===== src/core/adcrb_pkg.sv =====
/*
  Package for the converter result readback bank: register indices,
  reset values, bus widths and the sample carrier type.
  Assumes APB with 32-bit data; byte address is four times the index.
*/
package adcrb_pkg;
  localparam int ADDR_W = 16;
  localparam int DATA_W = 32;
  localparam int IDX_W = 14;
  // register indices
  localparam logic [IDX_W-1:0] IDX_CM_HIGH = 14'h05CC;
  localparam logic [IDX_W-1:0] IDX_CM_LOW = 14'h05CD;
  localparam logic [IDX_W-1:0] IDX_TRIM_HIGH = 14'h05D0;
  localparam logic [IDX_W-1:0] IDX_TRIM_LOW = 14'h05D1;
  localparam logic [IDX_W-1:0] IDX_PRI_HIGH = 14'h05D2;
  localparam logic [IDX_W-1:0] IDX_PRI_LOW = 14'h05D3;
  localparam logic [IDX_W-1:0] IDX_SEC_HIGH = 14'h05D4;
  localparam logic [IDX_W-1:0] IDX_SEC_LOW = 14'h05D5;
  localparam logic [IDX_W-1:0] IDX_CAPTURE_CTRL = 14'h05D8;
  // reset values
  localparam logic [7:0] RST_HIGH = 8'h80;
  localparam logic [7:0] RST_LOW = 8'h00;
  localparam logic [15:0] RST_PAIR = {RST_HIGH, RST_LOW};
  localparam logic [1:0] RST_CAPTURE = 2'h3;
  // capture control field positions
  localparam int CAP_CM_BIT = 0;
  localparam int CAP_DIAG_BIT = 1;

  typedef struct packed {
    logic valid;
    logic [15:0] value;
  } adcrb_sample_t;
endpackage


===== src/core/adcrb_bank.sv =====
/*
  Readback bank for converter results, read-only except capture control: common-mode voltage
  pair with a high-byte read lock, factory overvoltage DAC trim, and the
  primary/secondary values of the diagnostic converter comparison.
  Assumes APB3 master; sample inputs synchronous to pclk.
*/
// Added by the designer: the APB slave port.
//
// Behaviour
// - common-mode low byte readable, read-only
// - overvoltage trim readable as high/low bytes
// - primary diagnostic value readable as byte pair
// - secondary diagnostic value readable as byte pair
// - high-byte read freezes low byte until read
`timescale 1ns/1ns
module adcrb_bank
#(
  parameter logic [15:0] TRIM_DEFAULT = adcrb_pkg::RST_PAIR
)
(
  input wire logic pclk,
  input wire logic presetn,
  input wire logic psel,
  input wire logic penable,
  input wire logic pwrite,
  input wire logic [adcrb_pkg::ADDR_W-1:0] paddr,
  input wire logic [adcrb_pkg::DATA_W-1:0] pwdata,
  output logic [adcrb_pkg::DATA_W-1:0] prdata,
  output logic pready,
  output logic pslverr,
  input wire adcrb_pkg::adcrb_sample_t cm_sample,
  input wire adcrb_pkg::adcrb_sample_t trim_sample,
  input wire adcrb_pkg::adcrb_sample_t pri_sample,
  input wire adcrb_pkg::adcrb_sample_t sec_sample,
  output logic cm_lock
);

  ////////////////////////////////////////////////////////////////////////
  // storage
  logic [7:0] common_mode_result_high;
  logic [7:0] common_mode_result_low;
  logic [15:0] overvoltage_reference_trim;
  logic [15:0] primary_diag_compare;
  logic [15:0] secondary_diag_compare;
  logic [1:0] capture_ctrl;
  logic [adcrb_pkg::IDX_W-1:0] idx;
  logic aligned;
  logic done;
  logic rd_done;
  logic wr_done;
  logic cm_high_read;
  logic cm_low_read;
  logic cm_capture;
  logic diag_capture;

  assign idx = paddr[adcrb_pkg::ADDR_W-1:2];
  assign aligned = (paddr[1:0] == 2'h0);
  assign done = psel & penable & pready;
  assign rd_done = done & ~pwrite & aligned;
  assign wr_done = done & pwrite & aligned;

  // completed reads of the common-mode pair and the capture gates
  assign cm_high_read = rd_done & (idx == adcrb_pkg::IDX_CM_HIGH);
  assign cm_low_read = rd_done & (idx == adcrb_pkg::IDX_CM_LOW);
  assign cm_capture = cm_sample.valid & capture_ctrl[adcrb_pkg::CAP_CM_BIT];
  assign diag_capture = capture_ctrl[adcrb_pkg::CAP_DIAG_BIT];

  ////////////////////////////////////////////////////////////////////////
  // readback decode
  function automatic logic [8:0] adcrb_read
  (
    input logic [adcrb_pkg::IDX_W-1:0] i,
    input logic [7:0] cmh,
    input logic [7:0] cml,
    input logic [15:0] trim,
    input logic [15:0] pri,
    input logic [15:0] sec,
    input logic [1:0] cap
  );
    // bit 8 flags a mapped index
    case (i)
      adcrb_pkg::IDX_CM_HIGH: adcrb_read = {1'b1, cmh};
      adcrb_pkg::IDX_CM_LOW: adcrb_read = {1'b1, cml};
      adcrb_pkg::IDX_TRIM_HIGH: adcrb_read = {1'b1, trim[15:8]};
      adcrb_pkg::IDX_TRIM_LOW: adcrb_read = {1'b1, trim[7:0]};
      adcrb_pkg::IDX_PRI_HIGH: adcrb_read = {1'b1, pri[15:8]};
      adcrb_pkg::IDX_PRI_LOW: adcrb_read = {1'b1, pri[7:0]};
      adcrb_pkg::IDX_SEC_HIGH: adcrb_read = {1'b1, sec[15:8]};
      adcrb_pkg::IDX_SEC_LOW: adcrb_read = {1'b1, sec[7:0]};
      adcrb_pkg::IDX_CAPTURE_CTRL: adcrb_read = {1'b1, 6'h00, cap};
      default: adcrb_read = 9'h000;
    endcase
  endfunction

  logic [8:0] rd_word;
  assign rd_word = adcrb_read(idx, common_mode_result_high,
    common_mode_result_low, overvoltage_reference_trim,
    primary_diag_compare, secondary_diag_compare, capture_ctrl);

  ////////////////////////////////////////////////////////////////////////
  // apb answer: one wait state, then pready for one cycle
  logic access_wait;
  logic refused;
  logic [adcrb_pkg::DATA_W-1:0] next_prdata;
  logic next_pslverr;

  assign access_wait = psel & penable & ~pready;

  // writes only reach the capture control register
  always_comb
  begin
    refused = 1'b0;
    if (!aligned)
      refused = 1'b1;
    else if (!rd_word[8])
      refused = 1'b1;
    else if (pwrite && idx != adcrb_pkg::IDX_CAPTURE_CTRL)
      refused = 1'b1;
  end

  // refused or write access answers with zero data
  always_comb
  begin
    next_prdata = 32'h00000000;
    next_pslverr = refused;
    if (!pwrite && !refused)
      next_prdata = {24'h000000, rd_word[7:0]};
  end

  always_ff @(posedge pclk or negedge presetn)
  begin
    if (!presetn)
      pready <= 1'b0;
    else
      pready <= access_wait;
  end

  // data holds after the answer, the error flag does not
  always_ff @(posedge pclk or negedge presetn)
  begin
    if (!presetn)
    begin
      prdata <= 32'h00000000;
      pslverr <= 1'b0;
    end
    else if (access_wait)
    begin
      prdata <= next_prdata;
      pslverr <= next_pslverr;
    end
    else
      pslverr <= 1'b0;
  end

  ////////////////////////////////////////////////////////////////////////
  // capture control
  always_ff @(posedge pclk or negedge presetn)
  begin
    if (!presetn)
      capture_ctrl <= adcrb_pkg::RST_CAPTURE;
    else if (wr_done && idx == adcrb_pkg::IDX_CAPTURE_CTRL)
      capture_ctrl <= pwdata[1:0];
  end

  ////////////////////////////////////////////////////////////////////////
  // common-mode pair with read lock
  // lock runs from high-byte read to low-byte read
  always_ff @(posedge pclk or negedge presetn)
  begin
    if (!presetn)
      cm_lock <= 1'b0;
    else if (cm_high_read)
      cm_lock <= 1'b1;
    else if (cm_low_read)
      cm_lock <= 1'b0;
  end

  always_ff @(posedge pclk or negedge presetn)
  begin
    if (!presetn)
    begin
      common_mode_result_high <= adcrb_pkg::RST_HIGH;
      common_mode_result_low <= adcrb_pkg::RST_LOW;
    end
    else if (cm_capture)
    begin
      common_mode_result_high <= cm_sample.value[15:8];
      // high byte keeps tracking, only the low byte freezes
      if (!cm_lock)
        common_mode_result_low <= cm_sample.value[7:0];
    end
  end

  ////////////////////////////////////////////////////////////////////////
  // factory trim
  // trim loads regardless of the capture gates
  always_ff @(posedge pclk or negedge presetn)
  begin
    if (!presetn)
      overvoltage_reference_trim <= TRIM_DEFAULT;
    else if (trim_sample.valid)
      overvoltage_reference_trim <= trim_sample.value;
  end

  ////////////////////////////////////////////////////////////////////////
  // diagnostic comparison values
  always_ff @(posedge pclk or negedge presetn)
  begin
    if (!presetn)
      primary_diag_compare <= adcrb_pkg::RST_PAIR;
    else if (pri_sample.valid && diag_capture)
      primary_diag_compare <= pri_sample.value;
  end

  always_ff @(posedge pclk or negedge presetn)
  begin
    if (!presetn)
      secondary_diag_compare <= adcrb_pkg::RST_PAIR;
    else if (sec_sample.valid && diag_capture)
      secondary_diag_compare <= sec_sample.value;
  end

endmodule


===== config.mk =====
export PLATFORM = sky130hd
export DESIGN_NAME = adcrb_bank
export DESIGN_NICKNAME = d
export VERILOG_FILES = /design/src/core/adcrb_pkg.sv /design/src/core/adcrb_bank.sv
export SDC_FILE = /design/constraint.sdc
export NUM_CORES = 1
export LEC_CHECK = 0
export ABC_CLOCK_PERIOD_IN_PS = 2700
export BUFFER_PORTS_ARGS = -buffer_cell sky130_fd_sc_hd__buf_4
export CAP_MARGIN = 30
export CORE_MARGIN = 1
export CORE_UTILIZATION = 32
export DETAILED_ROUTE_END_ITERATION = 10
export GPL_TIMING_DRIVEN = 0
export PLACE_DENSITY = 0.58
export SLEW_MARGIN = 5
export SYNTH_ARGS = -nofsm -noshare
export SYNTH_HDL_FRONTEND = slang
export SYNTH_SLANG_ARGS = --single-unit

===== constraint.sdc =====
create_clock -name pclk -period 2.7 [get_ports pclk]
set_input_delay 0.54 -clock pclk [delete_from_list [all_inputs] [get_ports pclk]]
set_output_delay 0.54 -clock pclk [all_outputs]
set_load 0.05 [all_outputs]

After elaboration in Yosys (flattened, before gate mapping)
Index checks and enable logic that the tools add are counted.
{"block": "word_totals", "reg_bits": 101, "inputBits": 121, "output_inout_bits": 35, "elab_cells": 51}
{"block": "classes", "n_eq_ne": 10, "n_mux": 8, "bitwise": 13, "reduce_logical": 10}
{"operator": "== test 14 x 11 -> 1 bit (second input constant)", "count": 9}
{"operator": "one-hot mux 9 bit (9 select lines)", "count": 1}
{"operator": "inequality test 14 x 11 -> 1 bit (second input constant)", "count": 1}
{"operator": "bitwise AND 1 bit", "count": 10}
{"operator": "two-way mux 8 bit", "count": 1}
{"operator": "two-way mux 1 bit", "count": 6}
{"operator": "logical AND 1 bit", "count": 5}
{"operator": "inverter 1 bit", "count": 3}
{"operator": "zero test 1 bit", "count": 2}
{"operator": "zero test 2 bit", "count": 1}
{"operator": "AND reduction 2 bit", "count": 1}
{"operator": "nonzero test 2 bit", "count": 1}

Depth between registers and ports, before layout
{"block": "logic_depth", "ltp_word": 8, "ltp_mapped": 7, "depth_no_buf": 5}

Least setup slack after synthesis
OpenSTA, ideal clock, no wires.
{"block": "synth_timing", "kind": "input to register", "from": "in paddr[13] in the netlist's numbering", "to": "reg capture_ctrl[0]", "setup_time_ns": 0.085, "arrival_time_ns": 1.781, "required_time_ns": 2.615, "slack_ns": 0.834, "path_stages": 5, "path_buffers": 0, "cell_sequence": "and4bb_2 > nand3_4 > nor4_2 > and4_1 > mux2_1"}
{"block": "synth_via", "elab_chain_len": 2}
{"item": "from (decl)", "line": "adcrb_bank.sv:26", "source": "input wire logic [adcrb_pkg::ADDR_W-1:0] paddr,"}
{"item": "== test 14 x 11 -> 1 bit", "line": "adcrb_bank.sv:161", "source": "else if (wr_done && idx == adcrb_pkg::IDX_CAPTURE_CTRL)"}
{"item": "logical AND 1 bit", "line": "adcrb_bank.sv:161"}
{"item": "to (signal assigned)", "line": "adcrb_bank.sv:160", "source": "capture_ctrl <= adcrb_pkg::RST_CAPTURE;"}
{"item": "to (signal assigned)", "line": "adcrb_bank.sv:162", "source": "capture_ctrl <= pwdata[1:0];"}
{"item": "to (decl)", "line": "adcrb_bank.sv:45", "source": "logic [1:0] capture_ctrl;"}
No other way between the ends.
A chain may end at the register's enable or synchronous reset.

Worst setup path after layout
{"block": "layout_timing", "from": "in paddr[13] in the netlist's numbering", "to": "reg capture_ctrl[1]"}
The elaborated chain is that of the path after synthesis.

==> impl_metrics.py <==
metrics = {
    "synth": {
        "synth_ff_type": "sky130_fd_sc_hd__dfrtp_1",
        "yosys-top-cells-area": "sky130_fd_sc_hd__dfrtp_1 (46%), sky130_fd_sc_hd__mux2_2 (18%), sky130_fd_sc_hd__mux2i_1 (6.2%)",
        "synth.area.mux_share_pct": 27.0,
        "yosys_warnings": 0,
        "synthMostInstantiatedCell": "sky130_fd_sc_hd__dfrtp_1",
        "synth_edf_count": 0,
        "synth_top_family_by_area": "multiplexers",
        "synthesis.area_sq_um": 3850,
        "synth_cells": 298,
        "yosysUniqueCellTypes": 47,
        "synth_xor_area_share_pct": 0,
        "synth.ff_latch_count": 77,
        "synth_simple_gate_area_share_pct": 8.35,
        "synth.top_cell.area_share_pct": 46.1,
        "post_synth_fa_ha_maj_area_fraction_pct": 0,
        "synth_sequential_area_ratio_pct": 50.2,
        "synth_top_area_cell": "sky130_fd_sc_hd__dfrtp_1",
        "postSynthAreaPerCell_sq_um": 12.9,
        "yosys-top-cells-count": "sky130_fd_sc_hd__dfrtp_1 (71), sky130_fd_sc_hd__mux2_2 (61), sky130_fd_sc_hd__buf_4 (24), sky130_fd_sc_hd__mux2i_1 (24), sky130_fd_sc_hd__nand2_1 (12)",
        "async_reset_ff_share_pct": 100,
        "synth-compound-area-share_pct": 7.02,
    },
    "cells_and_area": {
        "final_cell_count_no_fill": 580,
        "inserted_diodes": 0,
        "fin_nets": 553,
        "drive_gt1_share_pct": 50.8,
        "areaGrowthSynthToFinish_pct": 34.0,
    },
    "detailed_routing": {
        "postRouteAntennaNets": 0,
        "drc": 11,
        "first_pass_iters": 7,
        "vias_per_cell": 4.67,
        "routed-via-count": 2706,
        "routedWlPerCell_um": 16.2,
        "dr.first_iter.drc_count": 119,
        "drt-total-wl_um": 9380,
    },
    "critical_path": {
        "r2r_start": "capture_ctrl[0]",
        "cp_data_required_time_ns": 2.94,
        "crit_path_max_fanout": 8,
        "reg2reg_setup_slack_ns": 0.85,
        "worst_endpoint_data_arrival_time_ns": 2.11,
        "endpoint_kind": "register",
        "critical_r2r_capture": "common_mode_result_low[1]",
        "startpoint_type": "input port",
        "slowest_cell_on_crit_path": "sky130_fd_sc_hd__and4bb_2",
        "critical_path_class": "input port to register",
        "crit_path_max_incr_delay_ns": 0.35,
        "r2r_cells": 4,
        "critical_path_cell_sequence": "buf_4, and4bb_2, nand3_4, nor4_2, and4_1, mux2_1",
    },
    "timing": {
        "final_max_slew_violation_count": 0,
        "skew_final_ns": 0.00714,
        "final.setup.tns_ns": 0,
        "fmax_mhz": 537,
        "grt_setup_unrepaired": "no",
        "worst_hold_slack_ns": 0.0867,
        "tightest_slew_ns": 0.612,
        "layout_worst_path_cycle_share_pct": 68.9,
        "setup_viol": 0,
        "period_needed_ns": 1.86,
        "final_hold_viol_count": 0,
        "worst_slew_margin_relative_to_its_limit_pct": 59.2,
    },
    "die": {
        "initial_utilization_pct": 33.3,
        "row_count": 39,
        "fp.dieW_um": 112,
        "die_height_um": 112,
        "placeableCoreArea_sq_um": 11600,
        "io_pins": 156,
        "overall_die_area_sq_um": 12500,
    },
    "global_routing": {
        "number_of_antenna_violations_at_the_first_check_in_global_routing": 0,
        "grt_max_degree": 78,
        "first_global_vias": 2773,
        "gr-usage-all-layers_pct": 15.6,
        "grt_pass1_wl_um": 14800,
        "grt.overflow.total": 0,
    },
    "placed_design": {
        "gp_congestion": 0.775,
        "hpwl_um": 7300,
        "numPlacedInstances": 563,
        "placement.io_buffers": 99,
    },
    "run_status": {
        "failed_checks": "design-rule violations",
        "outcome": "finished, violations left",
    },
    "clocking": {
        "cts.path.max_buffers": 2,
        "cts_h_tree_depth": 3,
        "ctsHoldBuffers": 0,
        "total_setup_buffers_inserted_after_cts": 0,
        "cts-buffers-inserted": 9,
        "postCtsResizedCells": 0,
        "cts_sinks": 77,
        "clock-root-buffer": "sky130_fd_sc_hd__clkbuf_16",
        "cts.reportedPaths.clkPinSlew_ns": 0.06,
        "clock_insertion_delay_worst_skew_ns": 0.33,
        "clock_tree_from_tritoncts": "built",
    },
    "pwr": {
        "switching_power_w": 0.000648,
        "power.static_leakage_nw": 2.57,
        "clockPowerShare_pct": 41.3,
        "power_frac_comb_pct": 13.5,
        "power-per-cell-area_nw_per_um2": 513,
        "peakVddDrop_v": 0.000328,
        "p_seq_share_pct": 45.2,
        "sw_share_pct": 24.5,
        "power_report.internal_total_w": 0.00200,
    },
    "flow_run": {
        "max-cap-violations": 0,
    },
    "min_path": {
        "hold_path.class": "input port to asynchronous set/reset pin",
    },
}
power groups by stage:
stage / Clock [W] / Combinational (W) / Sequential [W]
3_3_place_gp: 0 / 0.000352 / 0.00121
3_5_place_dp: 0 / 0.000355 / 0.00121
2_1_floorplan: 0 / 0.000196 / 0.00122
4_1_cts: 0.00112 / 0.000356 / 0.00119
5_1_grt: 0.00118 / 0.000384 / 0.00120
6_report: 0.00109 / 0.000357 / 0.00119
worst max-delay path by stage:
stage	startpoint	to	slack, ns
after floorplan	paddr[13]	capture_ctrl[0]	0.83
after global placement	paddr[13]	capture_ctrl[1]	0.52
after detailed placement	paddr[13]	capture_ctrl[1]	0.49
after CTS	paddr[13]	capture_ctrl[1]	0.83
after global routing	capture_ctrl[0]	common_mode_result_low[1]	0.75
final	paddr[13]	capture_ctrl[1]	0.84
final cells by class:
cell class              instances  area [sq um]
plain buffers                  38           277
clock buffers                  12           246
clock inverters                 4          25.0
fillers                      1111          6410
inverters                       1          3.75
multi-input cells             205          1720
flip-flops and latches         77          1930
well taps                     143           179
repair buffers                100           771
state kept, by name (all words and copies together) (netlist names):
| register | cells |
|---|---|
| pslverr | 1 |
| cm_lock | 1 |
| pready | 1 |
| capture_ctrl | 2 |
| secondary_diag_compare | 16 |
| overvoltage_reference_trim | 16 |
| common_mode_result_high | 8 |
| prdata | 8 |
| primary_diag_compare | 16 |
| common_mode_result_low | 8 |
critical path: cells and delay by family:
| kind | cells | cell delay, ns |
|---|---|---|
| buffers and inverters | 1 | 0.11 |
| multiplexers | 1 | 0.34 |
| AND/OR/NAND/NOR | 4 | 1.11 |
cell usage in the layout, fill, tap and decap left out, drive strengths merged, types with 2 or more instances in the layout:
| cell type | n |
|---|---|
| buf | 132 |
| a22oi | 2 |
| mux2 | 71 |
| o21a | 3 |
| o21ai | 10 |
| a21oi | 8 |
| clkinv | 2 |
| nor2b | 2 |
| nor2 | 5 |
| or3b | 2 |
| nand3 | 2 |
| o22ai | 7 |
| nand2 | 12 |
| nor4 | 2 |
| nand4b | 2 |
| a211oi | 2 |
| dfstp | 6 |
| o22a | 5 |
| dfrtp | 71 |
| clkbuf | 18 |
| and4bb | 2 |
| nand3b | 4 |
| clkinvlp | 2 |
| conb | 24 |
| a2111oi | 2 |
| mux2i | 24 |
| nand2b | 4 |
cells by family (layout without fill, tap and decap cells):
logic type      count (synthesis)  count (layout)
compound gates                 42              42
buf+inv                        39             155
flops                          77              77
mux                            95              95
other cells                     1              24
simple gates                   44              44
metrics by stage:
step                setup WS, ns  util, %  power [W]  area (sq um)
floorplan                  0.834        -    0.00141          3940
detailed placement         0.487     42.0    0.00157          4860
CTS                        0.831     44.4    0.00267          5130
finish                     0.839     44.6    0.00264          5160
global route               0.747     44.6    0.00276          5160
global placement           0.516     42.0    0.00157          4860
metal layers:
metal  part of all wire (%)  vias up  global-route usage [%]
met1                     45     1308                    20.5
met4                    1.7        0                    4.77
met5                      0        -                       0
li1                       -     1302                       -
met3                    5.4       12                    4.03
met2                     47       84                    25.2
Power figures use the tool's default switching activity.
